==> src/rtl/mcft_pkg.sv <==
package mcft_pkg;
  localparam logic [7:0] VEC_BUS_ERR = 8'h02;
  localparam logic [7:0] VEC_ADDR_ERR = 8'h03;
  localparam logic [7:0] VEC_DIV_ZERO = 8'h05;
  localparam logic [7:0] VEC_CHECK = 8'h06;
  localparam logic [7:0] VEC_COND_TRAP = 8'h07;
  localparam logic [7:0] VEC_PRIV = 8'h08;
  localparam logic [7:0] VEC_TRACE = 8'h09;
  localparam logic [7:0] VEC_ALINE = 8'h0A;
  localparam logic [7:0] VEC_FLINE = 8'h0B;
  localparam logic [7:0] VEC_BREAK = 8'h0C;
  localparam logic [7:0] VEC_FORMAT = 8'h0E;
  localparam logic [7:0] VEC_TRAP_BASE = 8'h20;
  localparam logic [7:0] VEC_OVERTIME = 8'h40;
  localparam logic [7:0] VEC_PROT = 8'h41;
  localparam logic [7:0] VEC_INTER_CTX = 8'h5F;
  localparam logic [7:0] VEC_TRAPX_BASE = 8'h60;
  localparam logic [3:0] OPC_ALINE = 4'hA;
  localparam logic [3:0] OPC_FLINE = 4'hF;
  localparam logic [1:0] TRACE_OFF = 2'h0;
  localparam logic [1:0] TRACE_FLOW = 2'h1;
  localparam logic [1:0] TRACE_INSTR = 2'h2;
  localparam logic [1:0] FRAME_SHORT = 2'h0;
  localparam logic [1:0] FRAME_INSTR_ERR = 2'h1;
  localparam logic [1:0] FRAME_NONE = 2'h2;
  localparam logic [11:0] ADDR_FAULT_ORIGIN = 12'h000;
  localparam logic [11:0] ADDR_CTRL = 12'h004;
  localparam logic [11:0] ADDR_STATUS = 12'h008;
  localparam logic [11:0] ADDR_LAST_VEC = 12'h00C;
  localparam logic [31:0] FAULT_ORIGIN_RESET = 32'h0000_0000;
  localparam int CTRL_SOFT_BREAK_EN = 0;
  localparam logic [2:0] MASTER_CTX = 3'h0;
  localparam logic [2:0] MAX_CTX = 3'h4;
endpackage

==> src/rtl/mcft_exc_unit.sv <==
// What this block does
// RULE1 - Vectors 5,6,7 for divide, check, trap
// RULE2 - User-mode privileged instruction raises vector 8
// RULE3 - Opcode 1010b vector 10, 1111b vector 11
// RULE4 - Trap 32 plus operand, extended trap 96-111
// RULE5 - Bad return frame version raises vector 14
// RULE6 - Trace bits: off, flow, instruction, reserved
// RULE7 - Flow trace on non-sequential program counter
// RULE8 - Instruction trace only on completed instructions
// RULE9 - Forced, then trace, then interrupt, breakpoint; irq_pending is ignored, so hw_break follows trace
// RULE10 - Traced halt instruction traces, does not stop
// RULE11 - Trace uses vector 9, instruction-error frame
// RULE12 - Break instruction or hardware trigger vector 12
// RULE13 - Overtime vector 64, mode picks target context
// RULE14 - Standard-mode overtime uses short frame
// RULE15 - Protection denial raises vector 65
// RULE16 - Protection fault only on performed access
// RULE17 - Access to nonexistent mapped memory is fatal
// RULE18 - Fatal in contexts 1-4: halt, record, vector 95
// RULE19 - Fatal in master context halts whole processor
// RULE20 - Double faults and stacking faults are fatal
// RULE21 - Fault-origin register: low byte RW, resets zero
// RULE22 - Entry sets supervisor, clears both trace bits
// RULE23 - Table address is base plus vector times four
//
// The register offsets and the APB register port were left to the implementer.
`timescale 1ns/1ns
module mcft_exc_unit #(
  parameter int CTX_W = 3
) (
  input wire logic pclk,
  input wire logic presetn,
  input wire logic psel,
  input wire logic penable,
  input wire logic pwrite,
  input wire logic [11:0] paddr,
  input wire logic [31:0] pwdata,
  input wire logic [3:0] pstrb,
  output logic [31:0] prdata,
  output logic pready,
  output logic pslverr,
  input wire logic instr_done,
  input wire logic [15:0] opcode,
  input wire logic [3:0] trap_operand,
  input wire logic user_mode,
  input wire logic priv_instr,
  input wire logic div_zero,
  input wire logic check_fail,
  input wire logic cond_trap_taken,
  input wire logic trap_instr,
  input wire logic trapx_instr,
  input wire logic soft_break_opcode,
  input wire logic ret_check,
  input wire logic ret_version_ok,
  input wire logic ret_format_ok,
  input wire logic instr_trace_bit,
  input wire logic flow_trace_bit,
  input wire logic flow_change,
  input wire logic instr_aborted,
  input wire logic halt_instr,
  input wire logic low_power_halt_instr,
  input wire logic irq_pending,
  input wire logic hw_break,
  input wire logic ctx_timer_expired,
  input wire logic ctx_standard_mode,
  input wire logic access_performed,
  input wire logic fetch_will_exec,
  input wire logic access_stalled,
  input wire logic prot_unassigned,
  input wire logic prot_write_ro,
  input wire logic prot_disabled,
  input wire logic mem_nonexistent,
  input wire logic reset_vec_bus_err,
  input wire logic bus_fault,
  input wire logic addr_fault,
  input wire logic in_exception_stack,
  input wire logic [CTX_W-1:0] cur_ctx,
  input wire logic [31:0] vector_table_base,
  output logic exc_take,
  output logic [7:0] exc_vector,
  output logic [1:0] exc_frame,
  output logic [CTX_W-1:0] exc_ctx,
  output logic [31:0] exc_table_addr,
  output logic set_supervisor,
  output logic clear_trace,
  output logic ctx_halt,
  output logic [CTX_W-1:0] ctx_halt_id,
  output logic cpu_halted,
  output logic halt_suppressed
);

  logic [7:0] fault_origin_q;
  logic [31:0] ctrl_q;
  logic cpu_halted_q;
  logic [1:0] fault_depth_q;
  logic trace_deferred_q;
  logic [7:0] last_vec_q;
  logic apb_acc;
  logic wr_en;
  logic forced;
  logic [7:0] forced_vec;
  logic [1:0] forced_frame;
  logic trace_hit;
  logic prot_hit;
  logic fatal;
  logic [7:0] vec_d;
  logic [1:0] frame_d;
  logic [CTX_W-1:0] ctx_d;
  logic take_d;
  logic any_fault;
  logic ovt_halt;

  function automatic logic [31:0] table_addr(input logic [31:0] base, input logic [7:0] vec);
    table_addr = base + {22'h000000, vec, 2'h0}; // RULE23
  endfunction

  // Context 0 is the master; its fatal faults have nowhere to escalate
  function automatic logic is_master(input logic [CTX_W-1:0] ctx);
    is_master = (ctx == CTX_W'(mcft_pkg::MASTER_CTX));
  endfunction

  assign apb_acc = psel && penable;
  assign wr_en = apb_acc && pwrite;

  assign any_fault = bus_fault || addr_fault || prot_hit;

  // Fatal classes: reset-vector fetch, nonexistent memory, second fault, fault while stacking
  assign fatal = reset_vec_bus_err || mem_nonexistent && access_performed // RULE17
    || any_fault && (fault_depth_q != 2'h0 || in_exception_stack); // RULE20

  // Standard-mode overtime halts the offender and records it
  assign ovt_halt = ctx_timer_expired && ctx_standard_mode && take_d
    && vec_d == mcft_pkg::VEC_OVERTIME; // RULE13

  // Only a performed access faults; a stalled one waits for its retry
  assign prot_hit = access_performed && !access_stalled && fetch_will_exec && !mem_nonexistent
    && (prot_unassigned || prot_write_ro || prot_disabled); // RULE15 RULE16

  always_comb begin
    forced = 1'b1;
    forced_vec = mcft_pkg::VEC_DIV_ZERO;
    forced_frame = mcft_pkg::FRAME_INSTR_ERR;
    if (div_zero) begin
      forced_vec = mcft_pkg::VEC_DIV_ZERO; // RULE1
    end else if (check_fail) begin
      forced_vec = mcft_pkg::VEC_CHECK; // RULE1
    end else if (cond_trap_taken) begin
      forced_vec = mcft_pkg::VEC_COND_TRAP; // RULE1
    end else if (priv_instr && user_mode) begin
      forced_vec = mcft_pkg::VEC_PRIV; // RULE2
      forced_frame = mcft_pkg::FRAME_SHORT;
    end else if (opcode[15:12] == mcft_pkg::OPC_ALINE) begin
      forced_vec = mcft_pkg::VEC_ALINE; // RULE3
      forced_frame = mcft_pkg::FRAME_SHORT;
    end else if (opcode[15:12] == mcft_pkg::OPC_FLINE) begin
      forced_vec = mcft_pkg::VEC_FLINE; // RULE3
      forced_frame = mcft_pkg::FRAME_SHORT;
    end else if (trap_instr) begin
      forced_vec = mcft_pkg::VEC_TRAP_BASE | {4'h0, trap_operand}; // RULE4
      forced_frame = mcft_pkg::FRAME_SHORT;
    end else if (trapx_instr) begin
      forced_vec = mcft_pkg::VEC_TRAPX_BASE | {4'h0, trap_operand}; // RULE4
      forced_frame = mcft_pkg::FRAME_SHORT;
    end else if (ret_check && !(ret_version_ok && ret_format_ok)) begin
      forced_vec = mcft_pkg::VEC_FORMAT; // RULE5
      forced_frame = mcft_pkg::FRAME_SHORT;
    end else if (soft_break_opcode && ctrl_q[mcft_pkg::CTRL_SOFT_BREAK_EN]) begin
      forced_vec = mcft_pkg::VEC_BREAK; // RULE12
    end else begin
      forced = 1'b0;
    end
  end

  // Off and reserved codes trace only an owed trace; an owed trace waits for a clean completion
  always_comb begin
    trace_hit = trace_deferred_q && instr_done && !instr_aborted; // RULE8
    unique case ({instr_trace_bit, flow_trace_bit}) // RULE6
      mcft_pkg::TRACE_FLOW: trace_hit = instr_done && flow_change; // RULE7
      mcft_pkg::TRACE_INSTR: trace_hit = instr_done && !instr_aborted; // RULE8
      default: trace_hit = trace_deferred_q && instr_done && !instr_aborted;
    endcase
  end

  always_comb begin
    take_d = 1'b1;
    vec_d = mcft_pkg::VEC_INTER_CTX;
    frame_d = mcft_pkg::FRAME_SHORT;
    ctx_d = cur_ctx;
    if (cpu_halted_q) begin
      take_d = 1'b0;
    end else if (fatal) begin
      ctx_d = CTX_W'(mcft_pkg::MASTER_CTX); // RULE18
      take_d = !is_master(cur_ctx); // RULE19
    end else if (prot_hit) begin
      vec_d = mcft_pkg::VEC_PROT; // RULE15
      frame_d = mcft_pkg::FRAME_INSTR_ERR;
    end else if (bus_fault || addr_fault) begin
      vec_d = bus_fault ? mcft_pkg::VEC_BUS_ERR : mcft_pkg::VEC_ADDR_ERR;
      frame_d = mcft_pkg::FRAME_INSTR_ERR;
    end else if (forced && instr_done) begin
      vec_d = forced_vec; // RULE9
      frame_d = forced_frame;
    end else if (trace_hit) begin
      vec_d = mcft_pkg::VEC_TRACE; // RULE11 RULE9
      frame_d = mcft_pkg::FRAME_INSTR_ERR;
    end else if (hw_break) begin
      vec_d = mcft_pkg::VEC_BREAK; // RULE12
      frame_d = mcft_pkg::FRAME_INSTR_ERR;
    end else if (ctx_timer_expired) begin
      vec_d = mcft_pkg::VEC_OVERTIME; // RULE13
      frame_d = ctx_standard_mode ? mcft_pkg::FRAME_SHORT : mcft_pkg::FRAME_NONE; // RULE14
      ctx_d = ctx_standard_mode ? CTX_W'(mcft_pkg::MASTER_CTX) : cur_ctx; // RULE13
    end else begin
      take_d = 1'b0;
    end
  end

  always_ff @(posedge pclk or negedge presetn) begin
    if (!presetn) begin
      exc_take <= 1'b0;
      exc_vector <= 8'h00;
      exc_frame <= 2'h0;
      exc_ctx <= '0;
    end else begin
      exc_take <= take_d;
      exc_vector <= vec_d;
      exc_frame <= frame_d;
      exc_ctx <= ctx_d;
    end
  end

  always_ff @(posedge pclk or negedge presetn) begin
    if (!presetn) begin
      exc_table_addr <= 32'h0000_0000;
    end else begin
      exc_table_addr <= table_addr(vector_table_base, vec_d); // RULE23
    end
  end

  // Handler entry state travels with every take; a trace owed by an abort in the take's own cycle still fires in the handler
  always_ff @(posedge pclk or negedge presetn) begin
    if (!presetn) begin
      set_supervisor <= 1'b0;
      clear_trace <= 1'b0;
    end else begin
      set_supervisor <= take_d; // RULE22
      clear_trace <= take_d; // RULE22
    end
  end

  // Fault depth counts nesting until the handler retires without a new fault
  always_ff @(posedge pclk or negedge presetn) begin
    if (!presetn) begin
      fault_depth_q <= 2'h0;
    end else if (take_d && any_fault && fault_depth_q != 2'h3) begin
      fault_depth_q <= fault_depth_q + 2'h1;
    end else if (instr_done && !take_d) begin
      fault_depth_q <= 2'h0;
    end
  end

  always_ff @(posedge pclk or negedge presetn) begin
    if (!presetn) begin
      trace_deferred_q <= 1'b0;
    end else if (instr_trace_bit && !flow_trace_bit && instr_aborted) begin
      trace_deferred_q <= 1'b1; // RULE8
    end else if (take_d) begin
      trace_deferred_q <= 1'b0;
    end
  end

  always_ff @(posedge pclk or negedge presetn) begin
    if (!presetn) begin
      halt_suppressed <= 1'b0;
    end else begin
      halt_suppressed <= (halt_instr || low_power_halt_instr) && instr_done
        && instr_trace_bit && !flow_trace_bit; // RULE10
    end
  end

  always_ff @(posedge pclk or negedge presetn) begin
    if (!presetn) begin
      ctx_halt <= 1'b0;
      ctx_halt_id <= '0;
    end else begin
      ctx_halt <= 1'b0;
      if (!cpu_halted_q && fatal && !is_master(cur_ctx)) begin
        ctx_halt <= 1'b1; // RULE18
        ctx_halt_id <= cur_ctx;
      end else if (!cpu_halted_q && ovt_halt) begin
        ctx_halt <= 1'b1; // RULE13
        ctx_halt_id <= cur_ctx;
      end
    end
  end

  // Only reset leaves the halted state
  always_ff @(posedge pclk or negedge presetn) begin
    if (!presetn) begin
      cpu_halted_q <= 1'b0;
    end else if (fatal && is_master(cur_ctx)) begin
      cpu_halted_q <= 1'b1; // RULE19
    end
  end

  assign cpu_halted = cpu_halted_q;

  // Hardware record wins over a same-cycle software write
  always_ff @(posedge pclk or negedge presetn) begin
    if (!presetn) begin
      fault_origin_q <= mcft_pkg::FAULT_ORIGIN_RESET[7:0]; // RULE21
    end else if (!cpu_halted_q && (fatal || ovt_halt) && !is_master(cur_ctx)) begin
      fault_origin_q <= 8'(cur_ctx); // RULE18 RULE13
    end else if (wr_en && paddr == mcft_pkg::ADDR_FAULT_ORIGIN && pstrb[0]) begin
      fault_origin_q <= pwdata[7:0]; // RULE21
    end
  end

  always_ff @(posedge pclk or negedge presetn) begin
    if (!presetn) begin
      ctrl_q <= 32'h0000_0000;
    end else if (wr_en && paddr == mcft_pkg::ADDR_CTRL && pstrb[0]) begin
      ctrl_q <= {31'h0000_0000, pwdata[mcft_pkg::CTRL_SOFT_BREAK_EN]};
    end
  end

  always_ff @(posedge pclk or negedge presetn) begin
    if (!presetn) begin
      last_vec_q <= 8'h00;
    end else if (take_d) begin
      last_vec_q <= vec_d;
    end
  end

  // Zero-wait slave; read data registered in setup so it is stable in access
  always_ff @(posedge pclk or negedge presetn) begin
    if (!presetn) begin
      prdata <= 32'h0000_0000;
      pready <= 1'b0;
      pslverr <= 1'b0;
    end else begin
      pready <= psel && !penable;
      pslverr <= 1'b0;
      prdata <= 32'h0000_0000;
      if (psel && !penable) begin
        unique case (paddr)
          mcft_pkg::ADDR_FAULT_ORIGIN: begin
            prdata <= {24'h000000, fault_origin_q}; // RULE21
          end
          mcft_pkg::ADDR_CTRL: begin
            prdata <= ctrl_q;
          end
          mcft_pkg::ADDR_STATUS: begin
            prdata <= {30'h0, fault_depth_q != 2'h0, cpu_halted_q};
          end
          mcft_pkg::ADDR_LAST_VEC: begin
            prdata <= {24'h000000, last_vec_q};
          end
          default: begin
            pslverr <= 1'b1;
          end
        endcase
      end
    end
  end

endmodule // mcft_exc_unit

==> config.mk <==
export PLATFORM = sky130hd
export DESIGN_NAME = mcft_exc_unit
export DESIGN_NICKNAME = d
export VERILOG_FILES = /design/src/rtl/mcft_pkg.sv /design/src/rtl/mcft_exc_unit.sv
export SDC_FILE = /design/constraint.sdc
export NUM_CORES = 1
export LEC_CHECK = 0
export BUFFER_PORTS_ARGS = -buffer_cell sky130_fd_sc_hd__buf_4
export CAP_MARGIN = 5
export CORE_AREA = 4 4 98 118
export DETAILED_ROUTE_END_ITERATION = 10
export DIE_AREA = 0 0 102 122
export HOLD_SLACK_MARGIN = 0.12
export PLACE_DENSITY = 0.85
export SLEW_MARGIN = 25
export SYNTH_ARGS = -nofsm -noshare
export SYNTH_HDL_FRONTEND = slang
export SYNTH_SLANG_ARGS = --single-unit
==> constraint.sdc <==
create_clock -name pclk -period 3.35 [get_ports pclk]
set_input_delay 1.005 -clock pclk [delete_from_list [all_inputs] [get_ports pclk]]
set_output_delay 1.005 -clock pclk [all_outputs]
set_load 0.005 [all_outputs]
Word-level counts from Yosys, hierarchy flattened. Cells that the tools add are included.

Flip-flop bits (word level): 106. Bits of input ports: 141. Output and inout port bits: 88. Logic and storage cells: 172.

Add/subtract/negate cells: 2. Equal/unequal tests: 9. Muxes and demuxes: 79. Reduce and logical (&&, ||, !) cells: 65.

Operators by type and width (count): $mux W8 (10); $mux W7 (8); $logic_and A1 B1 Y1 (39); $mux W3 (11); $add A32 B10 Y32 (1); $mux W1 (32); $pmux W8 S4 (1); $mux W2 (13); $eq A12 B4 Y1 const B (2); $eq A12 B3 Y1 const B (1); $logic_not A12 Y1 (1); $reduce_bool A2 Y1 (5); $logic_not A1 Y1 (9); $logic_or A1 B1 Y1 (9); $eq A4 B4 Y1 const B (2); $eq A8 B7 Y1 const B (1); $mux W4 (2); $mux W5 (1); $reduce_or A4 Y1 (1); $logic_not A3 Y1 (1); $add A2 B1 Y2 const B (1); $eq A2 B1 Y1 const B (1); $eq A2 B2 Y1 const B (1); $ne A2 B2 Y1 const B (1); $pmux W1 S2 (1).

Logic depth before layout (Yosys ltp).
Depth in word-level cells: 24. Gate-level depth with buffers: 15. Mapped depth without buffers: 15.

Worst setup path before layout. Ideal clock, no wire load.

Path kind: input -> register. Start: input trapx_instr. End: register exc_table_addr[30]. Setup time: 0.079 ns. Arrival: 3.713 ns. Required time: 3.271 ns. Slack: -0.443 ns. Cell stages on the path: 14. Buffers on the path: 1. Cell sequence: a211oi_1 nand2_1 o21ai_4 buf_2 nor3_1 o31ai_1 ha_1 fa_1 a21o_1 a21oi_1 nand2b_1 a211o_1 nor3_1 xor2_1.

Cells in the longest elaborated chain, start to end: 15. Elaborated cells on any way between the ends: 23. Classes of those cells: 1 x add/sub; 21 x mux; 1 x reduce/logical.

RTL lines: start: declaration (line mcft_exc_unit.sv:51) `input wire logic trapx_instr,`; $mux W1 (line mcft_exc_unit.sv:161) `end else if (trapx_instr) begin`; $mux W1 (line mcft_exc_unit.sv:158) `end else if (trap_instr) begin`; $mux W1 (line mcft_exc_unit.sv:155) `end else if (opcode[15:12] == mcft_pkg::OPC_FLINE) begin`; $mux W1 (line mcft_exc_unit.sv:152) `end else if (opcode[15:12] == mcft_pkg::OPC_ALINE) begin`; $mux W1 (line mcft_exc_unit.sv:149) `end else if (priv_instr && user_mode) begin`; $mux W1 (line mcft_exc_unit.sv:147) `end else if (cond_trap_taken) begin`; $mux W1 (line mcft_exc_unit.sv:145) `end else if (check_fail) begin`; $mux W1 (line mcft_exc_unit.sv:143) `if (div_zero) begin`; $logic_and A1 B1 Y1 (line mcft_exc_unit.sv:200) `end else if (forced && instr_done) begin`; $mux W8 * (line mcft_exc_unit.sv:200); $mux W8 * (line mcft_exc_unit.sv:197) `end else if (bus_fault || addr_fault) begin`; $mux W8 * (line mcft_exc_unit.sv:194) `end else if (prot_hit) begin`; $mux W8 * (line mcft_exc_unit.sv:191) `end else if (fatal) begin`; $mux W8 * (line mcft_exc_unit.sv:189) `if (cpu_halted_q) begin`; named net vec_d[0] (line mcft_exc_unit.sv:106) `logic [7:0] vec_d;`; $add A32 B10 Y32 * (line mcft_exc_unit.sv:114) `table_addr = base + {22'h000000, vec, 2'h0};`; end signal: assignment (line mcft_exc_unit.sv:236) `exc_table_addr <= table_addr(vector_table_base, vec_d);`; end: declaration (line mcft_exc_unit.sv:83) `output logic [31:0] exc_table_addr,`.

Mark *: on every way through the listed nets, which the timed path passes. The rest lies on a longest branch. A chain may end at the register's enable or synchronous reset.

Worst setup path after layout.
Start: input flow_trace_bit. End: register exc_table_addr[30].

Cells in the longest elaborated chain, start to end: 9. Elaborated cells on any way between the ends: 10. Classes of those cells: 1 x add/sub; 2 x eq/ne; 7 x mux.

RTL lines: start: declaration (line mcft_exc_unit.sv:57) `input wire logic flow_trace_bit,`; $eq A2 B2 Y1 / $eq A2 B1 Y1 (equally long branches) (line mcft_exc_unit.sv:177) `unique case ({instr_trace_bit, flow_trace_bit})`; $pmux W1 S2 * (line mcft_exc_unit.sv:177); $mux W7 * (line mcft_exc_unit.sv:203) `end else if (trace_hit) begin`; $mux W8 * (line mcft_exc_unit.sv:200); $mux W8 * (line mcft_exc_unit.sv:197); $mux W8 * (line mcft_exc_unit.sv:194); $mux W8 * (line mcft_exc_unit.sv:191); $mux W8 * (line mcft_exc_unit.sv:189); named net vec_d[1] (line mcft_exc_unit.sv:106); $add A32 B10 Y32 * (line mcft_exc_unit.sv:114).

Marks and branches as above.

==> results.tsv <==
metric	value	unit
status	complete, but fails checks	
failing checks	negative setup slack	
Critical Path AT	3.84	ns
All-Layer GR Usage	21.2	%
Clock Tree Buf Depth	2	
DR pass1 iterations	4	
RePlAce Congestion	0.896	
CTS H-tree depth	3	
crit start category	input pin	
cells on worst reg2reg path	14	
placement-stage cell area	0.00592	mm²
largest net degree at the start of global routing	81	
static leakage power	3.17	nW
Post-Synth XOR/XNOR Area	6.40	%
total routed wirelength	13700	µm
sequential area share after synthesis	48.8	%
Post-Synth Simple-Gate Area	16.7	%
core area	0.0105	mm²
most common cell after layout, fill and taps aside	buf_4	
layout cells sized above 1	52.3	%
minimum clock period	3.57	ns
FF-to-FF setup slack	0.09	ns
DP HPWL	9920	µm
adder-cell area share of the yosys netlist	3.54	%
Synth area leader	dfrtp_1	
syn_area_per_cell	10.7	µm²
highest clock rate	0.280	GHz
critical setup path kind	input pin to register	
num ports	229	
Worst-Margin Slew	0.763	ns
Avg WL per Cell	17.9	µm
global-route wire length before repair	20200	µm
VDD IR-drop max	0.000237	V
post-route setup slack	-0.224	ns
number of synthesized flops with an enable pin	0	
Cells after DPL	733	
fin cells	769	
Post-synth top flop	dfrtp_1	
RSZ-0062 raised after global routing	yes	
final hold slack	0.494	ns
clk_skew	0.00906	ns
Hold Path Class	register to register	
worst min-delay path endpoint	last_vec_q[0]	
Synth warnings	0	
CP startpoint	flow_trace_bit	
vias in the first global route	4175	
via density per instance	5.18	
dpl ws	-0.696	ns
crit path max fanout	7	
antenna cells	0	
row cnt	41	
Final period util	107	%
mux share of post-synthesis cell area	5.12	%
die width	102	µm
most frequent cells in the layout	buf_4, dfrtp_1, nor2_1, conb_1, nand2_1	
Synth Area in Compound Gates	12.9	%
pins over their slew limit	0	
synthesized instance count	385	
hold path depth	1	
relative slew slack	48.8	%
initial antenna violation count	0	
Hold Crit Start	last_vec_q[0]	
P per Cell Area	467	mW/mm²
clk_lat worst skew	0.34	ns
final instance area	0.00668	mm²
Final Hold Viols	0	
clock transition at the registers of the reported paths	0.06	ns
reg-to-reg endpoint	exc_table_addr[31]	
vias	3987	
Final nets	787	
MaxCap Viol Count	0	
initial core utilization	39.2	%
FF-to-FF Start	fault_depth_q[0]	
flops & latches, synth	80	
CP Capture Type	register	
CTS Buf Count	9	
remaining global-route overflow	0	
clock sink count	80	
Clock Root Buffer	clkbuf_16	
CTS tree	yes	
asr flop ratio synth	100	%
Syn-to-layout area delta	62.8	%
die area	0.0124	mm²
Port-buffer cells	163	
Die Ht	122	µm
# setup viols final	15	
Yosys top cell area share	48.8	%
ranking of synthesized cells by area	dfrtp_1, buf_4, nor2_1	
Synth cell types	65	
number of routed nets with antenna violations	0	
DR iter-0 viols	156	
Residual DRC	0	
area of the mapped netlist	0.00410	mm²
largest family of logic cells by synthesized area	simple AND/OR/NAND/NOR gates	
CP Data Required Time	3.61	ns
-- synth_stat cells (all sizes together) (2+ instances only) --
library cell and count:
a211o 2, a211oi 2, a21o 4, a21oi 12
a22oi 6, a31oi 3, and2 6, and3 3
and4 2, buf 29, dfrtp 80, ha 10
inv 12, mux2 8, mux2i 7, nand2 20
nand2b 7, nand3 10, nand4 7, nor2 40
nor2b 9, nor3 10, nor4 4, nor4b 2
o211ai 2, o21a 6, o21ai 23, o2bb2ai 2
o31ai 5, or2 3, xnor2 17, xor2 13
-- flip-flops by register name, summed over array words and instances (netlist names) --
signal / flops
ctx_halt: 1
ctx_halt_id: 3
cpu_halted: 1
pslverr: 1
last_vec_q: 7
trace_deferred_q: 1
ctrl_q: 1
pready: 1
exc_ctx: 3
clear_trace: 1
halt_suppressed: 1
exc_table_addr: 32
prdata: 8
fault_depth_q: 2
exc_vector: 7
fault_origin_q: 8
exc_frame: 2
-- where the power goes --
| part | internal [mW] | total (mW) | switching, mW |
|---|---|---|---|
| sequential | 1.11 | 1.18 | 0.0760 |
| combinational | 0.514 | 0.954 | 0.440 |
| clock | 0.580 | 0.986 | 0.406 |
| total | 2.20 | 3.12 | 0.922 |
-- per-layer routing --
layer	vias to the layer above	global-route usage (%)	share of wire (%)
li1	1800	-	-
met4	0	11.2	3.3
met2	209	39.3	55
met3	43	4.98	8.8
met5	-	0	0
met1	1935	21.5	33
-- critical path, cell delays in order --
cell,delay [ns]
buf_6,0.10
inv_4,0.04
ha_4,0.18
and4b_2,0.28
nor3_4,0.28
nand3b_1,0.18
a31oi_4,0.20
nand2b_4,0.17
buf_6,0.10
fa_2,0.20
a21o_1,0.13
a21oi_2,0.06
nand2b_4,0.15
a211o_4,0.39
nor3_2,0.18
xor2_1,0.16
-- kinds of logic (layout without fill, tap and decap cells) --
group | after synthesis | count (layout)
flip-flops | 80 | 80
buffers and inverters | 41 | 272
multiplexers | 16 | 16
XOR/XNOR | 30 | 30
AO/OA/AOI/OAI | 76 | 76
AND/OR/NAND/NOR | 130 | 130
adder cells (fa/ha/maj) | 11 | 11
other | 1 | 25
-- metrics by stage --
stage | setup TNS, ns | utilization (%) | power, mW
3_5_place_dp | -14.22 | 56.6 | 2.04
5_1_grt | -3.82 | 63.8 | 3.26
3_3_place_gp | -11.50 | 56.6 | 2.00
6_report | -1.88 | 63.8 | 3.12
2_1_floorplan | -2.27 | - | 1.60
4_1_cts | -0.698 | 61.6 | 3.07
-- layout make-up --
type	instances	area [µm²]
fillers	791	3780
multi-input cells	288	2300
flip-flops and latches	80	2000
repair buffers	244	1870
clock buffers	10	229
well taps	129	161
clock inverters	6	65.1
inverters	12	47.5
-- repair_timing --
action,in CTS,in global routing
hold endpoints to repair,0,0
gates resized for setup,37,32
setup buffers,9,11
gates cloned,0,0
endpoints found under the setup margin,24,24
hold buffers,0,0
pin swaps,19,19
-- how the worst max path moves through the flow --
stage / end / slack, ns
2_1_floorplan: exc_table_addr[30] / -0.25
3_3_place_gp: exc_table_addr[31] / -0.62
3_5_place_dp: exc_table_addr[31] / -0.70
4_1_cts: exc_table_addr[30] / -0.12
5_1_grt: exc_table_addr[30] / -0.29
6_report: exc_table_addr[30] / -0.22
Note: power is estimated with default switching activity, not from simulation.
